--- src/rtl/pild_pkg.sv ---
`default_nettype none
package pild_pkg;
  localparam int XLEN = 32;
  localparam int REG_AW = 5;

  // major opcodes
  localparam logic [6:0] OPC_IMM_LOAD = 7'h0b;
  localparam logic [6:0] OPC_CUSTOM_MEM = 7'h2b;

  // funct3 values
  localparam logic [2:0] F3_LB = 3'h0;
  localparam logic [2:0] F3_LBU = 3'h4;
  localparam logic [2:0] F3_LH = 3'h1;
  localparam logic [2:0] F3_LHU = 3'h5;
  localparam logic [2:0] F3_LW = 3'h2;
  localparam logic [2:0] F3_SB = 3'h0;
  localparam logic [2:0] F3_SH = 3'h1;
  localparam logic [2:0] F3_SW = 3'h2;
  localparam logic [2:0] F3_REGREG = 3'h3;

  // funct7 field layout of the register-register forms
  localparam int F7_HI_LSB = 5;
  localparam int F7_STORE_BIT = 4;
  localparam int F7_UNSIGNED_BIT = 3;
  localparam int F7_NOINC_BIT = 2;
  localparam logic [1:0] F7_HI_VALUE = 2'h0;

  // instruction field positions
  localparam int OPC_LSB = 0;
  localparam int RD_LSB = 7;
  localparam int F3_LSB = 12;
  localparam int RS1_LSB = 15;
  localparam int RS2_LSB = 20;
  localparam int IMM_I_LSB = 20;
  localparam int IMM_S_HI_LSB = 25;
  localparam int F7_LSB = 25;

  // access sizes, also the low two bits of funct3 and funct7
  localparam logic [1:0] SIZE_BYTE = 2'h0;
  localparam logic [1:0] SIZE_HALF = 2'h1;
  localparam logic [1:0] SIZE_WORD = 2'h2;

  localparam logic [3:0] BE_BYTE = 4'h1;
  localparam logic [3:0] BE_HALF = 4'h3;
  localparam logic [3:0] BE_WORD = 4'hf;
  localparam logic [4:0] REG_ZERO = 5'h00;
endpackage
`default_nettype wire

--- src/rtl/pild_dec_if.sv ---
`default_nettype none
interface pild_dec_if;
  logic [31:0] instr;
  logic legal;
  logic is_store;
  logic post_inc;
  logic use_imm;
  logic unsigned_ld;
  logic [1:0] size;
  logic [31:0] imm;
  logic [4:0] rs1;
  logic [4:0] off_reg;
  logic [4:0] src_reg;
  logic [4:0] rd;

  modport decoder (
    input instr,
    output legal, is_store, post_inc, use_imm, unsigned_ld, size, imm,
    output rs1, off_reg, src_reg, rd
  );
  modport user (
    output instr,
    input legal, is_store, post_inc, use_imm, unsigned_ld, size, imm,
    input rs1, off_reg, src_reg, rd
  );
endinterface
`default_nettype wire

--- src/rtl/pild_decode.sv ---
`default_nettype none
module pild_decode #(
  parameter bit CUSTOM_EXTENSION_ENABLE = 1'b1
) (
  pild_dec_if.decoder dec
);
  import pild_pkg::*;

  logic [6:0] opc;
  logic [2:0] f3;
  logic [6:0] f7;
  logic [1:0] f7_size;
  logic f7_legal;

  assign opc = dec.instr[OPC_LSB +: 7];
  assign f3 = dec.instr[F3_LSB +: 3];
  assign f7 = dec.instr[F7_LSB +: 7];
  assign f7_size = f7[1:0];
  // stores have no unsigned form; no unsigned word; size 3 unused
  assign f7_legal = (f7[F7_HI_LSB +: 2] == F7_HI_VALUE) && (f7_size != 2'h3)
    && !(f7[F7_STORE_BIT] && f7[F7_UNSIGNED_BIT])
    && !(f7[F7_UNSIGNED_BIT] && (f7_size == SIZE_WORD));

  always_comb begin
    dec.legal = 1'b0;
    dec.is_store = 1'b0;
    dec.post_inc = 1'b1;
    dec.use_imm = 1'b1;
    dec.unsigned_ld = 1'b0;
    dec.size = SIZE_WORD;
    dec.imm = {{20{dec.instr[31]}}, dec.instr[IMM_I_LSB +: 12]};
    dec.rs1 = dec.instr[RS1_LSB +: 5];
    dec.off_reg = dec.instr[RS2_LSB +: 5];
    dec.src_reg = dec.instr[RS2_LSB +: 5];
    dec.rd = dec.instr[RD_LSB +: 5];
    if (opc == OPC_IMM_LOAD) begin
      dec.size = f3[1:0];
      dec.unsigned_ld = f3[2];
      dec.legal = (f3 == F3_LB) || (f3 == F3_LBU) || (f3 == F3_LH) || (f3 == F3_LHU)
        || (f3 == F3_LW);
    end else if (opc == OPC_CUSTOM_MEM) begin
      if (f3 == F3_REGREG) begin
        dec.use_imm = 1'b0;
        dec.is_store = f7[F7_STORE_BIT];
        dec.post_inc = !f7[F7_NOINC_BIT];
        dec.unsigned_ld = f7[F7_UNSIGNED_BIT];
        dec.size = f7_size;
        dec.off_reg = dec.is_store ? dec.instr[RD_LSB +: 5] : dec.instr[RS2_LSB +: 5];
        dec.legal = f7_legal;
      end else begin
        dec.is_store = 1'b1;
        dec.size = f3[1:0];
        dec.imm = {{20{dec.instr[31]}}, dec.instr[IMM_S_HI_LSB +: 7],
          dec.instr[RD_LSB +: 5]};
        dec.legal = (f3 == F3_SB) || (f3 == F3_SH) || (f3 == F3_SW);
      end
    end
    if (!CUSTOM_EXTENSION_ENABLE) begin
      dec.legal = 1'b0;
    end
  end
endmodule
`default_nettype wire

--- src/rtl/pild_top.sv ---
`default_nettype none
module pild_top #(
  parameter bit CUSTOM_EXTENSION_ENABLE = 1'b1
) (
  input wire logic i_clk,
  input wire logic i_rst,
  input wire logic i_ce,
  input wire logic i_instr_valid,
  input wire logic [pild_pkg::XLEN-1:0] i_instr,
  output logic o_instr_ready,
  output logic o_illegal,
  output logic o_done,
  output logic [pild_pkg::REG_AW-1:0] o_rf_raddr_base,
  output logic [pild_pkg::REG_AW-1:0] o_rf_raddr_off,
  output logic [pild_pkg::REG_AW-1:0] o_rf_raddr_src,
  input wire logic [pild_pkg::XLEN-1:0] i_rf_rdata_base,
  input wire logic [pild_pkg::XLEN-1:0] i_rf_rdata_off,
  input wire logic [pild_pkg::XLEN-1:0] i_rf_rdata_src,
  output logic o_rf_we_dest,
  output logic [pild_pkg::REG_AW-1:0] o_rf_waddr_dest,
  output logic [pild_pkg::XLEN-1:0] o_rf_wdata_dest,
  output logic o_rf_we_base,
  output logic [pild_pkg::REG_AW-1:0] o_rf_waddr_base,
  output logic [pild_pkg::XLEN-1:0] o_rf_wdata_base,
  output logic o_mem_req,
  output logic o_mem_we,
  output logic [pild_pkg::XLEN-1:0] o_mem_addr,
  output logic [3:0] o_mem_be,
  output logic [pild_pkg::XLEN-1:0] o_mem_wdata,
  input wire logic i_mem_gnt,
  input wire logic i_mem_rvalid,
  input wire logic [pild_pkg::XLEN-1:0] i_mem_rdata
);
  import pild_pkg::*;

  typedef enum logic [2:0] {
    ST_IDLE,
    ST_READ,
    ST_REQ,
    ST_RESP,
    ST_WB
  } pild_state_e;

  typedef struct packed {
    pild_state_e st;
    logic ready;
    logic illegal;
    logic done;
    logic is_store;
    logic post_inc;
    logic use_imm;
    logic unsigned_ld;
    logic [1:0] size;
    logic [XLEN-1:0] imm;
    logic [REG_AW-1:0] rd;
    logic [REG_AW-1:0] ra_base;
    logic [REG_AW-1:0] ra_off;
    logic [REG_AW-1:0] ra_src;
    logic [XLEN-1:0] incr;
    logic mem_req;
    logic mem_we;
    logic [XLEN-1:0] mem_addr;
    logic [3:0] mem_be;
    logic [XLEN-1:0] mem_wdata;
    logic we_dest;
    logic [XLEN-1:0] wd_dest;
    logic we_base;
    logic [XLEN-1:0] wd_base;
  } pild_state_s;

  pild_state_s state_reg;
  pild_state_s state_next;

  pild_dec_if dec ();

  assign dec.instr = i_instr;

  pild_decode #(
    .CUSTOM_EXTENSION_ENABLE(CUSTOM_EXTENSION_ENABLE)
  ) u_decode (
    .dec(dec)
  );

  logic take;
  logic [XLEN-1:0] offset_val;
  logic [XLEN-1:0] sum_val;
  logic [XLEN-1:0] access_addr;
  logic [1:0] lane;
  logic [1:0] rlane;
  logic [XLEN-1:0] picked;
  logic fill;
  logic [XLEN-1:0] load_val;
  logic [3:0] be_val;
  logic [XLEN-1:0] wdata_val;
  logic base_wb_post;
  logic base_wb_load;
  logic dest_wb_load;

  // the offset is either the sign-extended immediate or a register value
  assign offset_val = state_reg.use_imm ? state_reg.imm : i_rf_rdata_off;
  assign sum_val = i_rf_rdata_base + offset_val;
  // post-increment uses the untouched base; indexed forms use the sum
  assign access_addr = state_reg.post_inc ? i_rf_rdata_base : sum_val;
  assign lane = access_addr[1:0];

  // an offer is taken only while ready shows, so nothing slips in right after reset
  assign take = state_reg.ready && i_instr_valid;

  // base write-back happens only for post-increment forms and never to x0; a load
  // that names its base as destination keeps the loaded data in that register
  assign base_wb_post = state_reg.post_inc && (state_reg.ra_base != REG_ZERO);
  assign base_wb_load = base_wb_post && (state_reg.ra_base != state_reg.rd);
  assign dest_wb_load = state_reg.rd != REG_ZERO;

  // store lanes: each byte lane takes its strobe; byte and half stores repeat the low source byte or half across the lanes
  for (genvar g = 0; g < 4; g++) begin : g_store_lane
    logic hit;
    logic [7:0] byte_val;
    always_comb begin
      case (state_reg.size)
        SIZE_BYTE: begin
          hit = lane == 2'(g);
          byte_val = i_rf_rdata_src[7:0];
        end
        SIZE_HALF: begin
          hit = lane[1] == 1'(g / 2);
          byte_val = i_rf_rdata_src[8*(g%2) +: 8];
        end
        default: begin
          hit = 1'b1;
          byte_val = i_rf_rdata_src[8*g +: 8];
        end
      endcase
    end
    assign be_val[g] = hit;
    assign wdata_val[8*g +: 8] = byte_val;
  end

  // narrow loads come back on their own lane; result byte g takes lane addr+g
  assign rlane = state_reg.mem_addr[1:0];

  for (genvar g = 0; g < 4; g++) begin : g_load_lane
    logic [1:0] src_lane;
    assign src_lane = rlane + 2'(g);
    assign picked[8*g +: 8] = i_mem_rdata[8*src_lane +: 8];
  end

  // signed forms copy the top bit of the accessed size upwards, unsigned fill zero
  always_comb begin
    fill = 1'b0;
    load_val = picked;
    case (state_reg.size)
      SIZE_BYTE: begin
        fill = !state_reg.unsigned_ld && picked[7];
        load_val = {{24{fill}}, picked[7:0]};
      end
      SIZE_HALF: begin
        fill = !state_reg.unsigned_ld && picked[15];
        load_val = {{16{fill}}, picked[15:0]};
      end
      default: begin
        load_val = picked;
      end
    endcase
  end

  always_comb begin
    state_next = state_reg;
    state_next.illegal = 1'b0;
    state_next.done = 1'b0;
    case (state_reg.st)
      ST_IDLE: begin
        // offers while busy are never looked at; illegal ones leave ready high
        state_next.ready = 1'b1;
        if (take) begin
          if (dec.legal) begin
            state_next.st = ST_READ;
            state_next.ready = 1'b0;
            state_next.is_store = dec.is_store;
            state_next.post_inc = dec.post_inc;
            state_next.use_imm = dec.use_imm;
            state_next.unsigned_ld = dec.unsigned_ld;
            state_next.size = dec.size;
            state_next.imm = dec.imm;
            state_next.rd = dec.rd;
            state_next.ra_base = dec.rs1;
            state_next.ra_off = dec.off_reg;
            state_next.ra_src = dec.src_reg;
          end else begin
            // unknown or disabled encodings touch nothing
            state_next.illegal = 1'b1;
          end
        end
      end
      ST_READ: begin
        // register file answers the held read addresses in this cycle
        state_next.st = ST_REQ;
        state_next.incr = sum_val;
        state_next.mem_req = 1'b1;
        state_next.mem_we = state_reg.is_store;
        state_next.mem_addr = access_addr;
        // loads ask for all lanes and pick theirs when the word returns
        state_next.mem_be = state_reg.is_store ? be_val : BE_WORD;
        state_next.mem_wdata = state_reg.is_store ? wdata_val : '0;
      end
      ST_REQ: begin
        // request and its qualifiers stand until the grant edge
        if (i_mem_gnt) begin
          state_next.mem_req = 1'b0;
          state_next.mem_we = 1'b0;
          if (state_reg.is_store) begin
            state_next.st = ST_WB;
            state_next.we_base = base_wb_post;
            state_next.wd_base = state_reg.incr;
          end else begin
            state_next.st = ST_RESP;
          end
        end
      end
      ST_RESP: begin
        // the answer may come any number of cycles after the grant
        if (i_mem_rvalid) begin
          state_next.st = ST_WB;
          state_next.we_dest = dest_wb_load;
          state_next.wd_dest = load_val;
          // same register as base and destination keeps the loaded data
          state_next.we_base = base_wb_load;
          state_next.wd_base = state_reg.incr;
        end
      end
      ST_WB: begin
        // write pulses last one cycle and done follows them
        state_next.st = ST_IDLE;
        state_next.we_dest = 1'b0;
        state_next.we_base = 1'b0;
        state_next.done = 1'b1;
        state_next.ready = 1'b1;
      end
      default: begin
        state_next.st = ST_IDLE;
        state_next.ready = 1'b1;
      end
    endcase
  end

  // a low enable freezes the memory handshake too: the far side must hold its answer
  always_ff @(posedge i_clk) begin
    if (i_rst) begin
      state_reg <= '0;
      state_reg.st <= ST_IDLE;
    end else if (i_ce) begin
      state_reg <= state_next;
    end
  end

  // every output is a field of the registered state
  assign o_instr_ready = state_reg.ready;
  assign o_illegal = state_reg.illegal;
  assign o_done = state_reg.done;
  assign o_rf_raddr_base = state_reg.ra_base;
  assign o_rf_raddr_off = state_reg.ra_off;
  assign o_rf_raddr_src = state_reg.ra_src;
  assign o_rf_we_dest = state_reg.we_dest;
  assign o_rf_waddr_dest = state_reg.rd;
  assign o_rf_wdata_dest = state_reg.wd_dest;
  assign o_rf_we_base = state_reg.we_base;
  assign o_rf_waddr_base = state_reg.ra_base;
  assign o_rf_wdata_base = state_reg.wd_base;
  assign o_mem_req = state_reg.mem_req;
  assign o_mem_we = state_reg.mem_we;
  assign o_mem_addr = state_reg.mem_addr;
  assign o_mem_be = state_reg.mem_be;
  assign o_mem_wdata = state_reg.mem_wdata;
endmodule
`default_nettype wire

--- config.mk ---
export PLATFORM = sky130hd
export DESIGN_NAME = pild_top
export DESIGN_NICKNAME = d
export VERILOG_FILES = /design/src/rtl/pild_pkg.sv /design/src/rtl/pild_dec_if.sv /design/src/rtl/pild_decode.sv /design/src/rtl/pild_top.sv
export SDC_FILE = /design/constraint.sdc
export NUM_CORES = 1
export LEC_CHECK = 0
export ABC_AREA = 1
export BUFFER_PORTS_ARGS = -buffer_cell sky130_fd_sc_hd__buf_2
export CAP_MARGIN = 5
export CELL_PAD_IN_SITES_DETAIL_PLACEMENT = 1
export CELL_PAD_IN_SITES_GLOBAL_PLACEMENT = 1
export CORE_MARGIN = 2
export CORE_UTILIZATION = 34
export DETAILED_ROUTE_END_ITERATION = 16
export HOLD_SLACK_MARGIN = 0.08
export PLACE_DENSITY_LB_ADDON = 0.25
export SYNTH_ARGS = -nofsm -noshare
export SYNTH_HDL_FRONTEND = slang
export SYNTH_SLANG_ARGS = --single-unit
--- constraint.sdc ---
create_clock -name i_clk -period 2.51 [get_ports i_clk]
set_input_delay 0.1255 -clock i_clk [delete_from_list [all_inputs] [get_ports i_clk]]
set_output_delay 0.1255 -clock i_clk [all_outputs]
set_load 0.1 [all_outputs]
==> run_results.csv <==
group,metric,value,unit
grt,grtUsageTotal,25.3,%
job,maxCapViolCount,0,
timing,slew_headroom,47.1,%
detailed_routing,wl_per_cell,18.8,um
cells_and_area,mostFrequentLayoutCells,"544 x nand2_1, 328 x buf_2, 211 x dfxtp_1",
power_and_ir_drop,p_leak,8.71,nW
detailed_routing,m1WireLength,24.9,mm
setup_path,r2r-start,"state_reg[223]$_SDFFE_PP0P_",
power_and_ir_drop,vdd_drop_max,0.447,mV
logic_synthesis,synth-seq-area-share,32.1,%
place,placed_area,14500,um^2
floorplan,die_area,40500,um^2
detailed_routing,wl_met3,3.01,mm
clocking,clk_latency,550,ps
timing,fin_skew,8.41,ps
floorplan,die_h,201,um
timing,whs,108,ps
logic_synthesis,synth_warnings,0,
grt,grt_pass1_wl,81.8,mm
setup_path,crit_path_start,"state_reg[223]$_SDFFE_PP0P_",
timing,rsz0062_at_grt,"yes",
setup_path,required,2920,ps
hold_path,hold_depth,7,
grt,first_global_vias,14600,
setup_path,end_kind,"flip-flop",
timing,timing_hold_violations_final,0,
grt,grt_max_degree,106,
logic_synthesis,synth_edf_count,0,
timing,max_freq,0.409,GHz
logic_synthesis,ys_seq_elements,212,
hold_path,hp-class,"in -> reg",
detailed_routing,first_pass_iters,5,
logic_synthesis,synth_area,13200,um^2
clocking,clkTransAtPathRegs,60,ps
detailed_routing,ant_nets,0,
clocking,clockBufferDepth,3,
logic_synthesis,syn_inst,2011,
detailed_routing,drtIter0Drc,697,
hold_path,hold_path.startpoint,"i_mem_rdata[26]",
setup_path,critPathKind,"reg -> reg",
floorplan,fp-row-count,72,
timing,slew_violations,0,
logic_synthesis,postSynthAreaPerCell,6.57,um^2
power_and_ir_drop,powerDensity,514,nW/um^2
grt,antenna_found_initial,6,
timing,fin_crit,2440,ps
logic_synthesis,ys_types,48,
status,outcome,"finished clean",
floorplan,die_x,201,um
cells_and_area,layout_commonest_cell,"nand2_1",
clocking,clockRootBuffer,"clkbuf_16",
detailed_routing,maxUsedRoutingLayer,"met5",
cells_and_area,layout-drive-gt1-share,26.4,%
clocking,cts_inserted_buffers,26,
clocking,cts_max_level,1,
setup_path,critPathMaxFanout,8,
detailed_routing,met2_length,24.2,mm
cells_and_area,final_area,17400,um^2
logic_synthesis,synth_nets,2209,
cells_and_area,largest_reg_flops,53,
setup_path,rrSetupSlack,70,ps
timing,fin_crit_sh,97.4,%
setup_path,rr_worst_depth,17,
detailed_routing,wirelength,54.0,mm
setup_path,cp.arrival,2850,ps
power_and_ir_drop,power,8.94,mW
cells_and_area,syn2layout_area_growth,31.6,%
clocking,cts_tree,"built",
grt,grt_overflow,0,
place,portBuffers,329,
floorplan,boundaryPins,330,
cells_and_area,layout.nets,2535,
timing,worst_pin_slew,792,ps
cells_and_area,final_util,45.1,%
floorplan,initial_core_util,34.3,%
detailed_routing,vias,14200,
detailed_routing,route.detailed.drc,0,
detailed_routing,vias_per_cell,4.95,
place,placed_cells,2687,
place,hpwl,37.8,mm
timing,setup_viol,0,
logic_synthesis,synth_top_flop_cell,"dfxtp_1",
place,routabilityCongestion,0.919,
clocking,cts.sinks,212,
setup_path,rr_endpoint,"o_mem_addr[22]$_SDFFE_PP0P_",
hold_path,whs_endpoint,"o_rf_wdata_dest[2]$_SDFFE_PP0P_",
floorplan,core_region_area,38600,um^2
logic_synthesis,async_flop_share,0,%
cells_and_area,final-instance-count-excl-fill,2874,
setup_path,crit_path_start_kind,"flip-flop",
## kinds of logic (layout without fill, tap and decap cells)
kind of cell / Yosys count / after routing / synth area share [%]
AOI/OAI and AO/OA: 432 / 432 / 18.0
buffers and inverters: 472 / 815 / 18.9
muxes: 14 / 14 / 1.06
DFF: 212 / 212 / 32.1
other: 0 / 2 / 0
and+or+nand+nor: 827 / 827 / 25.4
adders and majority gates: 32 / 32 / 3.09
xor gates and xnor gates: 22 / 22 / 1.51
## worst max path at each step
stage,endpoint,slack [ps],depth (start not counted)
after detailed placement,o_mem_addr[22]$_SDFFE_PP0P_,-230,17
after CTS,o_mem_addr[22]$_SDFFE_PP0P_,-30,18
after global placement,o_mem_addr[22]$_SDFFE_PP0P_,-100,18
after floorplan,state_reg[160]$_SDFFE_PP0P_,170,18
final,o_mem_addr[22]$_SDFFE_PP0P_,70,17
after global routing,state_reg[154]$_SDFFE_PP0P_,-70,18
## Yosys cell counts, drive strengths merged (17+ instances only)
cell	count	area, um^2
ha	31	388
dfxtp	212	4240
clkbuf	51	191
a21oi	204	1040
inv	220	831
xor2	17	149
buf	197	1450
o21ai	161	813
nand2	596	2260
nand3	72	383
o211ai	32	240
nor2	135	547
## worst max-delay path, stage by stage, from the launching register on
cell	delay, ps
dfxtp_4	390
inv_6	60
buf_6	140
nand2_1	70
nand2_2	70
ha_4	180
fa_2	360
buf_4	160
nand2_1	80
nand3_2	80
nand2_2	80
nand2_2	70
nand2_1	90
nand2_1	70
nand2_1	90
nand3_1	90
nand2_1	140
a21oi_1	70
## per-layer routing
metal  vias up  track usage [%]
met5         -                0
li1       6927                -
met2       436             39.9
met3       117             4.20
met4         6             9.30
met1      6753             34.6
## final cells by class
type	instances	area, um^2
Clock inverter	12	165
Multi-Input combinational cell	1327	7010
Sequential cell	212	4250
Fill cell	5017	21200
Tap cell	518	648
Timing Repair Buffer	546	3730
Antenna cell	2	5.00
Inverter	224	857
Clock buffer	33	728
## stage by stage
step / setup WS [ps] / TNS (ps)
after CTS: -29.3 / -29.3
after floorplan: 174 / 0
after detailed placement: -226 / -1270
after global placement: -98.8 / -241
final: 65.5 / 0
after global routing: -74.6 / -493
## timing repair
action,4_1_cts,5_1_grt
setup buffers,2,4
resized for setup,10,108
cloned,0,4
hold buffers,130,0
hold endpoints to repair,139,0
pin swaps,2,8
endpoints found under the setup margin,21,50
## report_power, final
| group | leakage, nW | internal (mW) | switching, mW | total (mW) |
|---|---|---|---|---|
| clock | 0.438 | 2.44 | 1.57 | 4.01 |
| combinational | 6.57 | 0.666 | 0.898 | 1.56 |
| sequential | 1.71 | 3.37 | 0.00157 | 3.37 |
No activity file was read; power rests on OpenSTA's default activity.
